[src/timer_channel_unit.sv]
// Shared constants and the per-channel clock, clear and pin function logic
//--------------------
// Functional notes
// - Clear field picks none, A, B, sync
// - Clear on compare match or capture event
// - Sync clear follows other synchronized channels
// - Edge field: rising, falling or both
// - Channel two phase mode overrides clock fields
// - Internal clock counts on its falling edge
// - External clock counts the selected edges
// - Prescaler: phi, /2, /4, /8, pins A-D
// - Control bit seven reserved, writable, undefined
// - Clock control resets to zero on reset, standby
// - Pin function resets to 08 hex, standby too
// - Five channels with identical control registers
// - Function B compare: none, 0, 1, toggle
// - Channel two toggle setting drives one instead
// - Function B capture: rising, falling, both edges
// - Pin function selects compare or capture pins
// - Function A uses the same encoding
// - Compare pin reads zero until first match
// - Pin function bit three always reads one
// - Pin functions ignored in the channel's own PWM mode
//--------------------
`timescale 1ns/1ps

package timer_channel_pkg;
   localparam int NUM_CHAN = 5;
   localparam int NUM_EXT = 4;
   localparam int ADR_W = 8;
   localparam int DAT_W = 32;
   localparam int DIV_W = 3;
   localparam int PHASE_CHAN = 2;
   localparam int NO_TOGGLE_CHAN = 2;
   // Clock and clear control fields
   localparam int CLR_MSB = 6;
   localparam int CLR_LSB = 5;
   localparam int EDGE_MSB = 4;
   localparam int EDGE_LSB = 3;
   localparam int PSC_MSB = 2;
   localparam int PSC_LSB = 0;
   localparam int PSC_EXT_BIT = 2;
   localparam int EDGE_BOTH_BIT = 1;
   localparam int EDGE_FALL_BIT = 0;
   localparam logic [1:0] CLR_NONE = 2'h0;
   localparam logic [1:0] CLR_A = 2'h1;
   localparam logic [1:0] CLR_B = 2'h2;
   localparam logic [1:0] CLR_SYNC = 2'h3;
   // Pin function control fields
   localparam int FUNC_B_MSB = 6;
   localparam int FUNC_B_LSB = 4;
   localparam int FUNC_A_MSB = 2;
   localparam int FUNC_A_LSB = 0;
   localparam int FUNC_CAP_BIT = 2;
   localparam logic [2:0] FUNC_NONE = 3'h0;
   localparam logic [2:0] FUNC_CAP_RISE = 3'h4;
   localparam logic [2:0] FUNC_CAP_FALL = 3'h5;
   localparam logic [1:0] ACT_DRIVE0 = 2'h1;
   localparam logic [1:0] ACT_DRIVE1 = 2'h2;
   localparam logic [1:0] ACT_TOGGLE = 2'h3;
   // Reset values and fixed bits
   localparam logic [7:0] CCC_RESET = 8'h00;
   localparam logic [7:0] PFC_RESET = 8'h08;
   localparam logic [7:0] PFC_FIXED_ONE = 8'h08;
   // Byte offsets
   localparam logic [7:0] OFS_CCC_BASE = 8'h00;
   localparam logic [7:0] OFS_PFC_BASE = 8'h04;
   localparam logic [7:0] OFS_CHAN_STRIDE = 8'h08;
   localparam logic [7:0] OFS_SYNC = 8'h28;
   localparam logic [7:0] OFS_MODE = 8'h2c;
   localparam logic [7:0] OFS_STATUS = 8'h30;
   localparam int MODE_PHASE_BIT = 0;
   localparam int MODE_PWM_LSB = 1;
endpackage : timer_channel_pkg

module timer_channel_unit #(
   parameter int CHAN_ID = 0
) (
   // Clock and reset
   input wire logic clk_i,
   input wire logic rst_i,
   input wire logic standby_i,
   // Configuration
   input wire logic [7:0] ccc_i,
   input wire logic [7:0] pfc_i,
   input wire logic phase_mode_i,
   input wire logic pwm_mode_i,
   // Count sources
   input wire logic [3:0] tick_i,
   input wire logic [3:0] ext_rise_i,
   input wire logic [3:0] ext_fall_i,
   // Counter events and pins
   input wire logic compare_match_a_i,
   input wire logic compare_match_b_i,
   input wire logic pin_a_i,
   input wire logic pin_b_i,
   input wire logic sync_clear_i,
   // Results
   output logic own_clear_o,
   output logic count_en_o,
   output logic counter_clear_o,
   output logic capture_a_o,
   output logic capture_b_o,
   output logic pin_a_o,
   output logic pin_a_oe_o,
   output logic pin_b_o,
   output logic pin_b_oe_o
);
   logic [1:0] pin_in;
   logic [1:0] pin_prev_r;
   logic [1:0] cmp;
   logic [1:0] cap_evt;
   logic [1:0] gr_evt;
   logic [1:0] pin_out;
   logic [1:0] pin_oe;
   logic [1:0] cap_out;
   logic [2:0] func [2];
   logic [1:0] clr_sel;
   logic [1:0] edge_sel;
   logic [2:0] psc;
   logic ext_edge;
   logic count_nxt;
   logic clear_nxt;

   assign pin_in = {pin_b_i, pin_a_i};
   assign cmp = {compare_match_b_i, compare_match_a_i};
   assign func[0] = pfc_i[timer_channel_pkg::FUNC_A_MSB:timer_channel_pkg::FUNC_A_LSB];
   assign func[1] = pfc_i[timer_channel_pkg::FUNC_B_MSB:timer_channel_pkg::FUNC_B_LSB];

   always_ff @(posedge clk_i)
   begin
      if (rst_i)
         pin_prev_r <= 2'h0;
      else
         pin_prev_r <= pin_in;
   end

   //--------------------
   // General register A and B functions
   //--------------------
   generate
      for (genvar g = 0; g < 2; g++)
      begin : gen_gr
         logic [2:0] f;
         logic is_cap;
         logic rise;
         logic fall;
         logic out_r;
         logic oe_r;
         logic cap_r;
         // PWM owns the pins, so the settings are treated as compare, no output
         assign f = pwm_mode_i ? timer_channel_pkg::FUNC_NONE : func[g];
         assign is_cap = f[timer_channel_pkg::FUNC_CAP_BIT];
         assign rise = pin_in[g] & ~pin_prev_r[g];
         assign fall = ~pin_in[g] & pin_prev_r[g];
         assign cap_evt[g] = is_cap & ((f == timer_channel_pkg::FUNC_CAP_RISE) ? rise :
                             (f == timer_channel_pkg::FUNC_CAP_FALL) ? fall : (rise | fall));
         assign gr_evt[g] = is_cap ? cap_evt[g] : cmp[g];
         always_ff @(posedge clk_i)
         begin
            if (rst_i || standby_i)
               out_r <= 1'b0;
            else if (!is_cap && cmp[g])
            begin
               case (f[1:0])
                  timer_channel_pkg::ACT_DRIVE0: out_r <= 1'b0;
                  timer_channel_pkg::ACT_DRIVE1: out_r <= 1'b1;
                  timer_channel_pkg::ACT_TOGGLE: out_r <= (CHAN_ID == timer_channel_pkg::NO_TOGGLE_CHAN) ? 1'b1 : ~out_r;
                  default: out_r <= out_r;
               endcase
            end
         end
         always_ff @(posedge clk_i)
         begin
            if (rst_i || standby_i)
            begin
               oe_r <= 1'b0;
               cap_r <= 1'b0;
            end
            else
            begin
               oe_r <= !is_cap && (f != timer_channel_pkg::FUNC_NONE);
               cap_r <= cap_evt[g];
            end
         end
         assign pin_out[g] = out_r;
         assign pin_oe[g] = oe_r;
         assign cap_out[g] = cap_r;
      end
   endgenerate

   //--------------------
   // Count clock and clear source
   //--------------------
   assign clr_sel = ccc_i[timer_channel_pkg::CLR_MSB:timer_channel_pkg::CLR_LSB];
   assign edge_sel = ccc_i[timer_channel_pkg::EDGE_MSB:timer_channel_pkg::EDGE_LSB];
   assign psc = ccc_i[timer_channel_pkg::PSC_MSB:timer_channel_pkg::PSC_LSB];
   assign ext_edge = edge_sel[timer_channel_pkg::EDGE_BOTH_BIT] ? (ext_rise_i[psc[1:0]] | ext_fall_i[psc[1:0]]) :
                     edge_sel[timer_channel_pkg::EDGE_FALL_BIT] ? ext_fall_i[psc[1:0]] : ext_rise_i[psc[1:0]];
   always_comb
   begin
      if (phase_mode_i && CHAN_ID == timer_channel_pkg::PHASE_CHAN)
         count_nxt = |(ext_rise_i[1:0] | ext_fall_i[1:0]);
      else if (psc[timer_channel_pkg::PSC_EXT_BIT])
         count_nxt = ext_edge;
      else
         count_nxt = tick_i[psc[1:0]];
   end
   assign own_clear_o = ((clr_sel == timer_channel_pkg::CLR_A) & gr_evt[0]) |
                        ((clr_sel == timer_channel_pkg::CLR_B) & gr_evt[1]);
   assign clear_nxt = own_clear_o | ((clr_sel == timer_channel_pkg::CLR_SYNC) & sync_clear_i);

   always_ff @(posedge clk_i)
   begin
      if (rst_i || standby_i)
      begin
         count_en_o <= 1'b0;
         counter_clear_o <= 1'b0;
      end
      else
      begin
         count_en_o <= count_nxt;
         counter_clear_o <= clear_nxt;
      end
   end

   assign capture_a_o = cap_out[0];
   assign capture_b_o = cap_out[1];
   assign pin_a_o = pin_out[0];
   assign pin_b_o = pin_out[1];
   assign pin_a_oe_o = pin_oe[0];
   assign pin_b_oe_o = pin_oe[1];
endmodule : timer_channel_unit

[src/timer_channel_control.sv]
// Five-channel timer clock, clear and pin function control with Wishbone slave
`timescale 1ns/1ps

module timer_channel_control #(
   parameter int NUM_CHAN = timer_channel_pkg::NUM_CHAN
) (
   // Clock and reset
   input wire logic clk_i,
   input wire logic rst_i,
   input wire logic standby_i,
   // Wishbone slave
   input wire logic wb_cyc_i,
   input wire logic wb_stb_i,
   input wire logic wb_we_i,
   input wire logic [timer_channel_pkg::ADR_W-1:0] wb_adr_i,
   input wire logic [timer_channel_pkg::DAT_W-1:0] wb_dat_i,
   input wire logic [3:0] wb_sel_i,
   output logic wb_ack_o,
   output logic [timer_channel_pkg::DAT_W-1:0] wb_dat_o,
   // External clock pins
   input wire logic ext_clock_pin_a_i,
   input wire logic ext_clock_pin_b_i,
   input wire logic ext_clock_pin_c_i,
   input wire logic ext_clock_pin_d_i,
   // Counter events from the channel counters
   input wire logic [NUM_CHAN-1:0] compare_match_a_i,
   input wire logic [NUM_CHAN-1:0] compare_match_b_i,
   // Compare and capture pins
   input wire logic [NUM_CHAN-1:0] compare_capture_pin_a_i,
   input wire logic [NUM_CHAN-1:0] compare_capture_pin_b_i,
   output logic [NUM_CHAN-1:0] compare_capture_pin_a_o,
   output logic [NUM_CHAN-1:0] compare_capture_pin_a_oe_o,
   output logic [NUM_CHAN-1:0] compare_capture_pin_b_o,
   output logic [NUM_CHAN-1:0] compare_capture_pin_b_oe_o,
   // Counter controls
   output logic [NUM_CHAN-1:0] count_en_o,
   output logic [NUM_CHAN-1:0] counter_clear_o,
   output logic [NUM_CHAN-1:0] capture_a_o,
   output logic [NUM_CHAN-1:0] capture_b_o
);
   //--------------------
   // Registers
   //--------------------
   logic [7:0] timer_clock_clear_control_r [NUM_CHAN];
   logic [7:0] timer_pin_function_control_r [NUM_CHAN];
   logic [NUM_CHAN-1:0] channel_sync_register_r;
   logic phase_count_mode_flag_r;
   logic [NUM_CHAN-1:0] pwm_mode_r;
   logic ack_r;
   logic [timer_channel_pkg::DAT_W-1:0] dat_r;
   logic [timer_channel_pkg::DIV_W-1:0] div_cnt_r;
   logic [3:0] ext_prev_r;

   //--------------------
   // Bus decode
   //--------------------
   logic req;
   logic wr_lo;
   logic [7:0] word_adr;
   logic [NUM_CHAN-1:0] hit_ccc;
   logic [NUM_CHAN-1:0] hit_pfc;
   logic hit_sync;
   logic hit_mode;
   logic hit_status;
   logic [timer_channel_pkg::DAT_W-1:0] rd_nxt;

   // A fresh request only; the cycle after ack the master may still hold stb
   assign req = wb_cyc_i && wb_stb_i && !ack_r;
   assign wr_lo = req && wb_we_i && wb_sel_i[0];
   assign word_adr = {wb_adr_i[7:2], 2'b00};
   assign hit_sync = (word_adr == timer_channel_pkg::OFS_SYNC);
   assign hit_mode = (word_adr == timer_channel_pkg::OFS_MODE);
   assign hit_status = (word_adr == timer_channel_pkg::OFS_STATUS);

   generate
      for (genvar n = 0; n < NUM_CHAN; n++)
      begin : gen_dec
         localparam logic [7:0] CH_OFS = 8'(n * timer_channel_pkg::OFS_CHAN_STRIDE);
         assign hit_ccc[n] = (word_adr == 8'(timer_channel_pkg::OFS_CCC_BASE + CH_OFS));
         assign hit_pfc[n] = (word_adr == 8'(timer_channel_pkg::OFS_PFC_BASE + CH_OFS));
      end
   endgenerate

   always_ff @(posedge clk_i)
   begin
      if (rst_i)
         ack_r <= 1'b0;
      else
         ack_r <= req;
   end

   //--------------------
   // Read data
   //--------------------
   always_comb
   begin
      rd_nxt = '0;
      for (int n = 0; n < NUM_CHAN; n++)
      begin
         if (hit_ccc[n])
            rd_nxt[7:0] = timer_clock_clear_control_r[n];
         if (hit_pfc[n])
            rd_nxt[7:0] = timer_pin_function_control_r[n] | timer_channel_pkg::PFC_FIXED_ONE;
      end
      if (hit_sync)
         rd_nxt[NUM_CHAN-1:0] = channel_sync_register_r;
      if (hit_mode)
      begin
         rd_nxt[timer_channel_pkg::MODE_PHASE_BIT] = phase_count_mode_flag_r;
         rd_nxt[timer_channel_pkg::MODE_PWM_LSB +: NUM_CHAN] = pwm_mode_r;
      end
      if (hit_status)
      begin
         rd_nxt[NUM_CHAN-1:0] = compare_capture_pin_a_o;
         rd_nxt[NUM_CHAN +: NUM_CHAN] = compare_capture_pin_b_o;
      end
   end

   always_ff @(posedge clk_i)
   begin
      if (rst_i)
         dat_r <= '0;
      else if (req && !wb_we_i)
         dat_r <= rd_nxt;
   end

   //--------------------
   // Per-channel control registers
   //--------------------
   generate
      for (genvar n = 0; n < NUM_CHAN; n++)
      begin : gen_regs
         always_ff @(posedge clk_i)
         begin
            if (rst_i || standby_i)
            begin
               timer_clock_clear_control_r[n] <= timer_channel_pkg::CCC_RESET;
               timer_pin_function_control_r[n] <= timer_channel_pkg::PFC_RESET;
            end
            else if (wr_lo)
            begin
               // Bit seven is kept as written, so it reads back what software left there
               if (hit_ccc[n])
                  timer_clock_clear_control_r[n] <= wb_dat_i[7:0];
               if (hit_pfc[n])
                  timer_pin_function_control_r[n] <= wb_dat_i[7:0] | timer_channel_pkg::PFC_FIXED_ONE;
            end
         end
      end
   endgenerate

   //--------------------
   // Shared sync and mode registers
   //--------------------
   always_ff @(posedge clk_i)
   begin
      if (rst_i || standby_i)
         channel_sync_register_r <= '0;
      else if (wr_lo && hit_sync)
         channel_sync_register_r <= wb_dat_i[NUM_CHAN-1:0];
   end

   always_ff @(posedge clk_i)
   begin
      if (rst_i || standby_i)
      begin
         phase_count_mode_flag_r <= 1'b0;
         pwm_mode_r <= '0;
      end
      else if (wr_lo && hit_mode)
      begin
         phase_count_mode_flag_r <= wb_dat_i[timer_channel_pkg::MODE_PHASE_BIT];
         pwm_mode_r <= wb_dat_i[timer_channel_pkg::MODE_PWM_LSB +: NUM_CHAN];
      end
   end

   //--------------------
   // Prescaler and external edge detection
   //--------------------
   logic [3:0] tick;
   logic [3:0] ext_pins;
   logic [3:0] ext_rise;
   logic [3:0] ext_fall;

   always_ff @(posedge clk_i)
   begin
      if (rst_i)
         div_cnt_r <= '0;
      else
         div_cnt_r <= div_cnt_r + 3'h1;
   end

   // Each tick marks the falling edge of the divided clock
   assign tick = {&div_cnt_r[2:0], &div_cnt_r[1:0], div_cnt_r[0], 1'b1};
   assign ext_pins = {ext_clock_pin_d_i, ext_clock_pin_c_i, ext_clock_pin_b_i, ext_clock_pin_a_i};

   always_ff @(posedge clk_i)
   begin
      if (rst_i)
         ext_prev_r <= '0;
      else
         ext_prev_r <= ext_pins;
   end

   assign ext_rise = ext_pins & ~ext_prev_r;
   assign ext_fall = ~ext_pins & ext_prev_r;

   //--------------------
   // Channels
   //--------------------
   logic [NUM_CHAN-1:0] own_clear;
   logic [NUM_CHAN-1:0] sync_clear;

   generate
      for (genvar n = 0; n < NUM_CHAN; n++)
      begin : gen_chan
         localparam logic [NUM_CHAN-1:0] SELF = NUM_CHAN'(1 << n);
         // Only synchronized channels take part, and a channel never clears itself by sync
         assign sync_clear[n] = channel_sync_register_r[n] &
                                |(own_clear & channel_sync_register_r & ~SELF);
         timer_channel_unit #(
            .CHAN_ID(n)
         ) u_chan (
            .clk_i(clk_i),
            .rst_i(rst_i),
            .standby_i(standby_i),
            .ccc_i(timer_clock_clear_control_r[n]),
            .pfc_i(timer_pin_function_control_r[n]),
            .phase_mode_i(phase_count_mode_flag_r),
            .pwm_mode_i(pwm_mode_r[n]),
            .tick_i(tick),
            .ext_rise_i(ext_rise),
            .ext_fall_i(ext_fall),
            .compare_match_a_i(compare_match_a_i[n]),
            .compare_match_b_i(compare_match_b_i[n]),
            .pin_a_i(compare_capture_pin_a_i[n]),
            .pin_b_i(compare_capture_pin_b_i[n]),
            .sync_clear_i(sync_clear[n]),
            .own_clear_o(own_clear[n]),
            .count_en_o(count_en_o[n]),
            .counter_clear_o(counter_clear_o[n]),
            .capture_a_o(capture_a_o[n]),
            .capture_b_o(capture_b_o[n]),
            .pin_a_o(compare_capture_pin_a_o[n]),
            .pin_a_oe_o(compare_capture_pin_a_oe_o[n]),
            .pin_b_o(compare_capture_pin_b_o[n]),
            .pin_b_oe_o(compare_capture_pin_b_oe_o[n])
         );
      end
   endgenerate

   assign wb_ack_o = ack_r;
   assign wb_dat_o = dat_r;
endmodule : timer_channel_control

[config.mk]
export PLATFORM = sky130hd
export DESIGN_NAME = timer_channel_control
export DESIGN_NICKNAME = d
export VERILOG_FILES = /design/src/timer_channel_unit.sv /design/src/timer_channel_control.sv
export SDC_FILE = /design/constraint.sdc
export NUM_CORES = 1
export LEC_CHECK = 0
export BUFFER_PORTS_ARGS = -buffer_cell sky130_fd_sc_hd__buf_2
export CORE_UTILIZATION = 53
export DETAILED_ROUTE_END_ITERATION = 8
export PLACE_DENSITY_LB_ADDON = 0.08
export SYNTH_ARGS = -nofsm -noshare
export SYNTH_HDL_FRONTEND = slang
export SYNTH_HIERARCHICAL = 1
export SYNTH_SLANG_ARGS = --single-unit
export TNS_END_PERCENT = 100
[constraint.sdc]
create_clock -name clk_i -period 3.4 [get_ports clk_i]
set_clock_uncertainty 0.15 [all_clocks]
set_input_delay 0 -clock clk_i [delete_from_list [all_inputs] [get_ports clk_i]]
set_output_delay 0 -clock clk_i [all_outputs]
set_load 0.05 [all_outputs]
==> results of run 1 <==
stage by stage:
| step | setup WS [ns] | hold WS (ns) | instance area, um^2 | utilization [%] | std cells |
|---|---|---|---|---|---|
| global route | 0.6775 | 0.1088 | 9762 | 66.41 | 1134 |
| global placement | 0.9460 | 0.08491 | 8726 | 59.36 | 1056 |
| floorplan | 0.9143 | -0.08331 | 8160 | - | 808 |
| finish | 0.8280 | 0.07798 | 9762 | 66.41 | 1134 |
| detailed placement | 0.9397 | 0.09595 | 8726 | 59.36 | 1056 |
| CTS | 0.9039 | 0.02258 | 9762 | 66.41 | 1134 |
cells in the final DEF (no fill, tap or decap), drive strengths merged, types with 20 or more instances in the layout:
master / Yosys / routed
mux4: 20 / 20
dlygate4sd3: 0 / 46
conb: 2 / 27
nor2: 74 / 74
clkbuf: 19 / 21
mux2i: 25 / 25
inv: 45 / 46
nor2b: 24 / 24
ha: 22 / 22
buf: 30 / 113
a21oi: 24 / 24
dfxtp: 79 / 79
nand2: 41 / 41
edfxtp: 75 / 75
o21ai: 44 / 44
nor3: 21 / 21
and2: 75 / 75
logic make-up (layout without fill, tap and decap cells):
group / Yosys count / count (layout) / synth area share, %
buf+inv: 94 / 236 / 5.506
simple gates: 294 / 294 / 19.58
other cells: 2 / 27 / 0.09310
flops: 154 / 154 / 47.53
fa+ha+maj: 22 / 22 / 3.412
compound gates: 162 / 162 / 13.67
mux: 55 / 55 / 10.22
layer usage:
layer	wire length [um]	vias up
li1	-	3107
met4	537	0
met5	0	-
met2	11550	367
met3	1933	34
met1	10220	3312
registers in the layout (all words and copies together), names as in the netlist, 10 cells and up:
signal / cells
gen_chan.u_chan/pin_prev_r: 10
wb_dat_o: 10
timer_pin_function_control_r: 35
timer_clock_clear_control_r: 40
worst min-delay path: stages:
cell                       delay (ns)
sky130_fd_sc_hd__buf_2           0.09
sky130_fd_sc_hd__nand3b_1        0.24
sky130_fd_sc_hd__nor2_1          0.13
sky130_fd_sc_hd__nand2_1         0.07
sky130_fd_sc_hd__a221oi_1        0.06
timing repair:
item,in CTS,in global routing
hold buffers,46,0
setup buffers,0,0
endpoints found under the hold margin,107,0
path summary, 6_finish.rpt:
kind,end,slack [ns],depth (start not counted)
worst min register to register,wb_dat_o[3],0.34,2
worst min-delay path,wb_dat_o[6],0.08,5
worst max register to register,gen_chan[1].u_chan/counter_clear_o,0.83,12
worst max-delay path,gen_chan[1].u_chan/counter_clear_o,0.83,12
final cells by class:
type	count	area [um^2]	share of cell area, %
Clock buffer	21	481.7	4.935
Clock inverter	11	93.84	0.9613
Inverter	45	168.9	1.730
Multi-Input combinational cell	560	3882	39.77
Sequential cell	154	3834	39.27
Tap cell	184	230.2	2.358
Timing Repair Buffer	159	1071	10.97
power breakdown:
group	internal (mW)	switching (mW)	total (mW)	leakage [nW]
clock network	1.08	0.768	1.85	0.284
registers	2.01	0.0659	2.07	1.48
logic	0.191	0.343	0.534	2.21
==> summary.txt, run 1 <==
Top Family by Delay on Critical Path = compound AO/OA/AOI/OAI gates
Finish-stage setup viols = 0
IO Port Bufs = 95
Proportion of layout cells with a drive suffix above 1 = 19.89%
Pwr/cell area = 456.6 nW/um^2
Top cell by count, worst path = sky130_fd_sc_hd__nand2_1
Data required time of the critical path = 3.60 ns
Count of vias placed by the detailed router = 6,820
Drt drc = 13
Headroom to the max-slew limit = 45.29%
Synth area leaders = sky130_fd_sc_hd__edfxtp_1 28%, sky130_fd_sc_hd__dfxtp_1 20%, sky130_fd_sc_hd__and2_1 5.8%
Fill count = 1,158
Area growth from synthesis to final layout = 21.02%
Placeable core region = 14,700 um^2
Count of buffer and inverter cells on the critical path = 0
Synthesized flop and latch total = 154
Startpoint types = flop
Instance count of the mapped netlist = 783
Worst Path Class, Setup = reg2reg
Endpoint class of the critical path = flop
Share of Yosys cell area claimed by the top area cell type = 27.92%
Static leakage power = 3.973 nW
Vertical die dimension = 125.4 um
Global routing usage on met1 = 43.33%
Grt total ovfl = 0
Post-synthesis cell type count = 64
Ratio of final minimum period to clock period = 75.65%
Minimum clock period = 2.572 ns
Largest area contributor in the synthesized netlist = sky130_fd_sc_hd__edfxtp_1
Overall Global Routing Usage = 32.32%
Final Hold Fails = 0
Via count normalized by instance count = 6.014
Met2 Track Usage GR = 53.30%
Resized Gates After CTS = 0
Die extent in x = 125.4 um
Antenna violations before repair = 0
Post-route setup TNS = 0 ns
Number of CTS-inserted buffers = 17
Clock tree from TritonCTS = done
Maximum Capacitance Violations = 0
Final Total Pwr = 4.458 mW
Vias in the first global route = 6,511
Maximum buffer depth of the clock tree = 2
Routability Congestion = 0.8900
Worst ir drop on vdd = 0.3514 mV
Initial standard-cell utilization of the core = 54.88%
Most numerous cell in the Yosys netlist = sky130_fd_sc_hd__dfxtp_1
Drt first pass iters = 7
Tightest Pin Transition = 0.8177 ns
Cell at the root of the clock tree = sky130_fd_sc_hd__clkbuf_16
Synth Flop Type = sky130_fd_sc_hd__dfxtp_1
Class of the tightest hold or removal check = in2reg
Clock sink count = 154
Critical Path Slowest Stage Cell = sky130_fd_sc_hd__a2111o_1
Die Area = 15,720 um^2
Total number of nets in the final design = 1,033
Failing checks = design-rule violations
Series of cell instances along the critical path = ha_1 -> nand2_1 -> o31ai_1 -> a2111o_1 -> a211o_1 -> nand2_1 -> nand2_1 -> nand3_1 -> a21oi_1 -> nor2b_1 -> nand3_1 -> a31oi_1
Post-Synthesis Mean Instance Area = 10.30 um^2
Launch instance of the worst min-delay path = wb_cyc_i
Arrival time of data at the critical path endpoint = 2.77 ns
Result of the run = complete, but fails checks
Critical path startpoint = gen_chan[0].u_chan/pin_prev_r[1]
Count of standard-cell rows = 44
Proportion of register bits with asynchronous set or reset after synthesis = 0%
Total count of max-transition violations in the final report = 0
Overall routed net length = 24,240 um
Clock latency on the worst-skew pair = 0.43 ns
Maximum achievable frequency = 388.8 MHz
Top-Level Pins = 147
Beginning of the worst register-to-register path = gen_chan[0].u_chan/pin_prev_r[1]
Largest stage delay on the critical path = 0.42 ns
Average wire per cell in the routed design = 21.37 um
Unrepaired setup endpoints after global routing = false
Post-synth design cell area = 8066 um^2
Critical path fanouts, max = 3
Global routing's busiest layer = met2
Maximum number of pins on one net before global-route repair = 39
Met3 capacity usage during global routing = 5.349%
H-tree Lvls = 4
Placed wire-length estimate after detailed placement = 17,430 um
Post-synth EDFFs = 75
Global-route wire length before repair = 37,590 um
Initial detailed-routing violation count = 668
Part of the Yosys area used for sequential elements = 47.53%
Post-detailed-route count of antenna-violating nets = 0
Most common library cells after synthesis = 79 x sky130_fd_sc_hd__dfxtp_1, 75 x sky130_fd_sc_hd__and2_1, 75 x sky130_fd_sc_hd__edfxtp_1
Yosys synthesis warning count = 6
Ant diodes = 0
Clock edge transition at the registers on the reported setup and hold paths = 0.06 ns
(Power assumes the default switching activity.)
==> run 2, diff against run 1 <==
ABC_AREA = 1   (was unset)
CORE_UTILIZATION = 51   (was 53)
clock period = 2.25 ns   (was 3.4 ns; I/O delays follow)
==> run 2 against run 1 <==
Effect of this change:
- the flow now finishes without violations
- routed wire length is 1.6% lower
- worst hold slack worse by 0.052 ns
- cell count is 33% higher
- clock power is 71% higher
- combinational power is 52% higher
- non-clock buffer count is 4 higher
- critical path depth is 2 lower
- critical path type unchanged
- setup slack worse by 0.74 ns
- count of clock-buffer cells in the layout is 4 lower
- flip-flop and latch count stayed put
- utilization is 2.4 points lower
- register-to-register slack worse by 0.74 ns
==> summary.txt, run 2 <==
Result of the run = finished clean
IO Port Bufs = 95
Overall routed net length = 23,840 um
Uppermost layer routed = met4
Fill count = 1,465
Placed wire-length estimate after detailed placement = 17,280 um
Initial detailed-routing violation count = 709
Worst ir drop on vdd = 0.5416 mV
Number of CTS-inserted buffers = 17
Global-route wire length before repair = 36,160 um
Portion of total power attributed to the clock network = 44.6%
Die extent in x = 129.6 um
Tightest Pin Transition = 0.7075 ns
Die Area = 16,790 um^2
Switching power total = 1.845 mW
Post-synth design cell area = 8302 um^2
Count of standard-cell rows = 46
H-tree Lvls = 4
Proportion of layout cells with a drive suffix above 1 = 17.31%
Placeable core region = 15,890 um^2
Critical path fanouts, max = 14
Final Total Pwr = 7.094 mW
Total placed instance area = 9056 um^2
Register bank with the most flops = timer_clock_clear_control_r
Post-synthesis cell type count = 39
Largest area contributor in the synthesized netlist = sky130_fd_sc_hd__edfxtp_1
Critical Path Slowest Stage Cell = sky130_fd_sc_hd__dlygate4sd3_1
Post-detailed-route count of antenna-violating nets = 0
Static leakage power = 4.749 nW
Via count normalized by instance count = 5.126
Post-Synthesis Mean Instance Area = 7.459 um^2
Drt drc = 0
Startpoint types = flop
Final Hold Fails = 0
Endpoint class of the critical path = flop
Post-route cell area = 10,180 um^2
Part of the Yosys area used for sequential elements = 46.18%
Yosys synthesis warning count = 6
Maximum achievable frequency = 462.7 MHz
Drt first pass iters = 5
Headroom to the max-slew limit = 52.78%
Grt total ovfl = 0
Post-synth EDFFs = 75
Number of flip-flops in the largest register = 40
Routability Congestion = 0.8971
Largest stage delay on the critical path = 0.58 ns
Clock latency on the worst-skew pair = 0.43 ns
Most frequent standard cell in the layout excluding fill and tap cells = sky130_fd_sc_hd__nor2_1
Cell at the root of the clock tree = sky130_fd_sc_hd__clkbuf_16
Finish-stage setup viols = 0
Pwr/cell area = 697.1 nW/um^2
Switching part of the total = 26.01%
Most frequent cells in the layout = 245 x sky130_fd_sc_hd__nor2_1, 198 x sky130_fd_sc_hd__nand2_1, 152 x sky130_fd_sc_hd__inv_1
Total length of routed met3 wires = 2035 um
Instance count of the mapped netlist = 1,113
Post-route setup slack = 0.08883 ns
Most numerous cell in the Yosys netlist = sky130_fd_sc_hd__nor2_1
Share of power burned in combinational logic = 11.4%
Pre-CTS WS = 0.1310 ns
Antenna violations before repair = 0
Data required time of the critical path = 2.41 ns
WL met2 = 10,880 um
Maximum buffer depth of the clock tree = 2
Count of vias placed by the detailed router = 7,741
Unrepaired setup endpoints after global routing = true
Synth Flop Type = sky130_fd_sc_hd__dfxtp_1
Sequential share of power = 43.9%
Ratio of final minimum period to clock period = 96.05%
Total count of max-transition violations in the final report = 0
Metal1 wirelength = 10,360 um
Regs by FF count = timer_clock_clear_control_r: 40 flops, timer_pin_function_control_r: 35 flops
Series of cell instances along the critical path = nor2_1 -> dlygate4sd3_1 -> inv_1 -> nor2_1 -> buf_4 -> inv_1 -> nand2_1 -> nand2_1 -> a21oi_1 -> nor2_1
Vertical die dimension = 129.6 um
Internal power consumption = 5.249 mW
Synthesized flop and latch total = 154
Class of the tightest hold or removal check = in2reg
Ant diodes = 0
Share of Yosys cell area claimed by the top area cell type = 27.13%
Clock sink count = 154
Maximum Capacitance Violations = 0
Overall Global Routing Usage = 29.16%
Maximum number of pins on one net before global-route repair = 24
Worst Path Class, Setup = reg2reg
Top cell by count, worst path = sky130_fd_sc_hd__nor2_1
Minimum clock period = 2.161 ns
Proportion of register bits with asynchronous set or reset after synthesis = 0%
Most common library cells after synthesis = 254 x sky130_fd_sc_hd__nor2_1, 199 x sky130_fd_sc_hd__nand2_1, 152 x sky130_fd_sc_hd__inv_1
Area growth from synthesis to final layout = 22.58%
Clock edge transition at the registers on the reported setup and hold paths = 0.06 ns
Vias in the first global route = 6,843
Arrival time of data at the critical path endpoint = 2.33 ns
Total number of nets in the final design = 1,377
Top-Level Pins = 147
Clock tree from TritonCTS = done
Average wire per cell in the routed design = 15.79 um
Synth area leaders = sky130_fd_sc_hd__edfxtp_1 27%, sky130_fd_sc_hd__dfxtp_1 19%, sky130_fd_sc_hd__nor2_1 11%
Initial standard-cell utilization of the core = 52.26%
## run 2: cell count changes after synthesis, sizes merged, moves of 20 or more
cell | before | now
a21oi | 24 | 52
and2 | 75 | 0
inv | 45 | 168
mux2i | 25 | 4
mux4 | 20 | 0
nand2 | 41 | 206
nand3 | 10 | 74
nor2 | 74 | 275
nor2b | 24 | 0
o21ai | 44 | 64
## run 2: worst paths after layout
check                    from       endpoint  slack (ns)  cells past startpoint
setup / recovery     wb_ack_o    wb_dat_o[4]        0.09                     10
hold / removal    wb_dat_i[1]  pwm_mode_r[0]        0.03                      3
setup reg to reg     wb_ack_o    wb_dat_o[4]        0.09                     10
hold reg to reg   wb_dat_o[1]    wb_dat_o[1]        0.31                      2
## run 2: timing repair
item,in CTS,in global routing
setup endpoints to repair,0,8
resized for setup,0,16
buffers inserted,0,7
hold buffers,38,0
hold endpoints to repair,55,0
## run 2: worst max-delay path: cells and delay by family (launching register included)
| kind | cells | cell delay, ns |
|---|---|---|
| compound gates | 1 | 0.11 |
| buf+inv | 4 | 1.02 |
| simple gates | 5 | 0.46 |
| flops | 1 | 0.31 |
## run 2: final cells by class
cell class / instances / area, um^2 / area share [%]
Clock inverter: 15 / 225.2 / 2.213
Tap cell: 216 / 270.3 / 2.656
Multi-Input combinational cell: 775 / 3697 / 36.33
Clock buffer: 17 / 425.4 / 4.181
Inverter: 170 / 638.1 / 6.271
Sequential cell: 154 / 3839 / 37.72
Timing Repair Buffer: 163 / 1081 / 10.62
## run 2: metrics by stage
step	hold slack (ns)	util [%]	instances	setup TNS (ns)
3_5_place_dp	0.08803	57.01	1433	0
4_1_cts	0.02338	63.50	1503	0
5_1_grt	0.05376	64.06	1510	-0.1147
3_3_place_gp	0.07703	57.01	1433	0
6_report	0.02595	64.06	1510	0
2_1_floorplan	-0.07762	-	1138	0
## run 2: cells by family after synthesis
logic type | count (synthesis) | share of synthesized area [%]
other cells | 2 | 0.09046
mux | 4 | 0.4823
buf+inv | 209 | 10.79
simple gates | 584 | 29.98
fa+ha+maj | 22 | 3.316
flops | 154 | 46.18
compound gates | 138 | 9.163
## run 2: power groups by stage
| stage | sequential [mW] | clock, mW | combinational (mW) |
|---|---|---|---|
| 2_1_floorplan | 3.22 | 0 | 0.473 |
| 3_3_place_gp | 3.17 | 0 | 0.733 |
| 3_5_place_dp | 3.17 | 0 | 0.741 |
| 4_1_cts | 3.11 | 3.18 | 0.793 |
| 5_1_grt | 3.13 | 3.31 | 0.893 |
| 6_report | 3.12 | 3.17 | 0.810 |
## run 2: per-layer routing
metal / up-vias / GRT usage, %
li1: 3848 / -
met1: 3523 / 38.56
met2: 331 / 46.81
met3: 39 / 6.152
met4: 0 / 11.35
met5: - / 0
==> run 3, diff against run 2 <==
CAP_MARGIN = 15   (was unset)
CORE_UTILIZATION = 25   (was 51)
clock period = 2.55 ns   (was 2.25 ns; I/O delays follow)
==> run 3 against run 2 <==
Effect of this change:
- via count decreased by 2.1%
- cell area increased by 1.3%
- clock power decreased by 20%
- worst hold slack improved by 0.011 ns
- total power decreased by 15%
- routed wire length increased by 21%
- non-clock buffer count decreased by 7
- combinational power decreased by 11%
- sequential share of layout area decreased by 0.52 points
- critical path depth unchanged
- critical path type is now in2reg
- critical endpoint is now timer_clock_clear_control_r[3][0]
==> summary.txt, run 3 (synthesis results as in run 2) <==
Arrival time of data at the critical path endpoint = 2.26 ns
Most frequent cells in the layout = 254 x sky130_fd_sc_hd__nor2_1, 199 x sky130_fd_sc_hd__nand2_1, 151 x sky130_fd_sc_hd__inv_1
Area growth from synthesis to final layout = 24.14%
Antenna violations before repair = 0
Top Family by Delay on Critical Path = buffers and inverters
Critical register-to-register path endpoint = gen_chan[2].u_chan/counter_clear_o
Most frequent standard cell in the layout excluding fill and tap cells = sky130_fd_sc_hd__nor2_1
Count of standard-cell rows = 66
Post-route setup TNS = 0 ns
Final Hold Fails = 0
Count of buffer and inverter cells on the critical path = 5
IO Port Bufs = 95
Maximum buffer depth of the clock tree = 2
Clock tree from TritonCTS = done
Overall routed net length = 28,740 um
Critical Path Stages = 10
Critical path startpoint = wb_stb_i
Sequential cell area = 3834 um^2
Share of power burned in combinational logic = 12.0%
Endpoint class of the critical path = flop
Series of cell instances along the critical path = dlygate4sd3_1 -> buf_2 -> nand2_1 -> dlygate4sd3_1 -> nor2_1 -> nand3_1 -> inv_2 -> buf_4 -> nand2_1 -> nand2_1
Register bank with the most flops = timer_clock_clear_control_r
Buffer count from post-CTS setup fixing = 0
Finish-stage setup viols = 0
Number of flip-flops in the largest register = 40
Class of the tightest hold or removal check = in2reg
Critical Path Slowest Stage Cell = sky130_fd_sc_hd__dlygate4sd3_1
Pwr/cell area = 583.8 nW/um^2
Share of the core filled with cells = 31.60%
Top cell by count, worst path = sky130_fd_sc_hd__nand2_1
Clock latency on the worst-skew pair = 0.44 ns
Data required time of the critical path = 2.50 ns
Sequential share of power = 45.8%
Post-detailed-route count of antenna-violating nets = 0
Total count of max-transition violations in the final report = 0
Ratio of final minimum period to clock period = 90.61%
Number of CTS-inserted buffers = 17
Placeable core region = 32,620 um^2
Worst Path Class, Setup = in2reg
Static leakage power = 4.669 nW
Internal power consumption = 4.291 mW
Placed wire-length estimate after detailed placement = 21,710 um
Via count normalized by instance count = 4.379
Die extent in x = 184.2 um
Drt drc = 0
Vias in the first global route = 6,994
Switching part of the total = 28.68%
Grt total ovfl = 0
Vertical die dimension = 184.2 um
R2R cell count = 16
Drt first pass iters = 5
Top-Level Pins = 147
Die Area = 33,940 um^2
Startpoint types = primary input
Cell at the root of the clock tree = sky130_fd_sc_hd__clkbuf_16
Clock edge transition at the registers on the reported setup and hold paths = 0.07 ns
Global-route wire length before repair = 42,570 um
Maximum achievable frequency = 432.8 MHz
Routability Congestion = 0.8505
Minimum clock period = 2.311 ns
Maximum Capacitance Violations = 0
Critical path fanouts, max = 10
Footprint of the multi-input gates = 3679 um^2
Fill count = 3,575
Average wire per cell in the routed design = 16.61 um
Initial standard-cell utilization of the core = 25.45%
Clock sink count = 154
Count of vias placed by the detailed router = 7,575
Regs by FF count = timer_clock_clear_control_r: 40 flops, timer_pin_function_control_r: 35 flops
Initial detailed-routing violation count = 503
Total number of nets in the final design = 1,370
Overall Global Routing Usage = 17.32%
Tightest Pin Transition = 0.7540 ns
Maximum number of pins on one net before global-route repair = 32
Unrepaired setup endpoints after global routing = false
Portion of total power attributed to the clock network = 42.3%
Switching power total = 1.726 mW
Headroom to the max-slew limit = 49.68%
Worst ir drop on vdd = 0.4724 mV
H-tree Lvls = 4
Reg2reg setup slack = 0.25 ns
Proportion of layout cells with a drive suffix above 1 = 15.93%
Result of the run = finished clean
Capture point of the worst path = timer_clock_clear_control_r[3][0]
Beginning of the worst register-to-register path = pwm_mode_r[0]
Largest stage delay on the critical path = 0.54 ns
## run 3: power by group through the flow
stage                     combinational [mW]  clock [mW]  sequential (mW)
final                                  0.720        2.54             2.75
after global routing                   0.799        2.72             2.76
after detailed placement               0.683           0             2.81
after floorplan                        0.417           0             2.84
after global placement                 0.683           0             2.81
after CTS                              0.729        2.63             2.75
## run 3: worst reg2reg max path: cells and delay by family (launching register included)
family	cells	cell delay [ns]
flops	1	0.55
simple gates	12	1.08
compound gates	2	0.34
buf+inv	2	0.09
## run 3: layout make-up
type | count | share of cell area (%)
sequential | 154 | 37.20
multi-input combinational | 775 | 35.69
timing repair buffer | 156 | 9.979
inverter | 170 | 6.192
tap | 442 | 5.366
clock buffer | 19 | 4.395
clock inverter | 13 | 1.153
antenna | 1 | 0.02428
## run 3: routing by layer
| metal | share of wire (%) | GRT usage (%) | up-vias |
|---|---|---|---|
| li1 | - | - | 3829 |
| met4 | 1.3 | 4.733 | 0 |
| met5 | 0 | 0 | - |
| met1 | 49 | 23.76 | 3540 |
| met3 | 4.2 | 3.142 | 14 |
| met2 | 45 | 27.73 | 192 |
## run 3: repair_timing
item                                    4_1_cts  5_1_grt
hold buffers                                 38        0
endpoints found under the setup margin        0       18
resized for setup                             0        4
hold endpoints to repair                     56        0
## run 3: how the worst min path moves through the flow
stage / startpoint / end / slack (ns) / cells past startpoint
after floorplan: rst_i / gen_chan[0].u_chan/pin_prev_r[0] / -0.08 / 1
after global routing: wb_dat_i[5] / pwm_mode_r[4] / 0.04 / 3
after detailed placement: ext_clock_pin_d_i / ext_prev_r[3] / 0.09 / 3
final: wb_dat_i[0] / phase_count_mode_flag_r / 0.04 / 3
after CTS: wb_dat_i[5] / pwm_mode_r[4] / 0.01 / 3
after global placement: ext_clock_pin_b_i / ext_prev_r[1] / 0.08 / 3
## run 3: stage by stage
step	setup slack, ns	instance area, um^2	power (mW)	hold slack (ns)	cells
final	0.2394	10310	6.016	0.03739	1730
after global routing	0.04246	10300	6.281	0.03506	1729
after CTS	0.1068	10290	6.109	0.01473	1729
after detailed placement	0.2519	9339	3.491	0.08859	1659
after global placement	0.2521	9339	3.489	0.08229	1659
after floorplan	0.4095	8396	3.261	-0.07762	1138
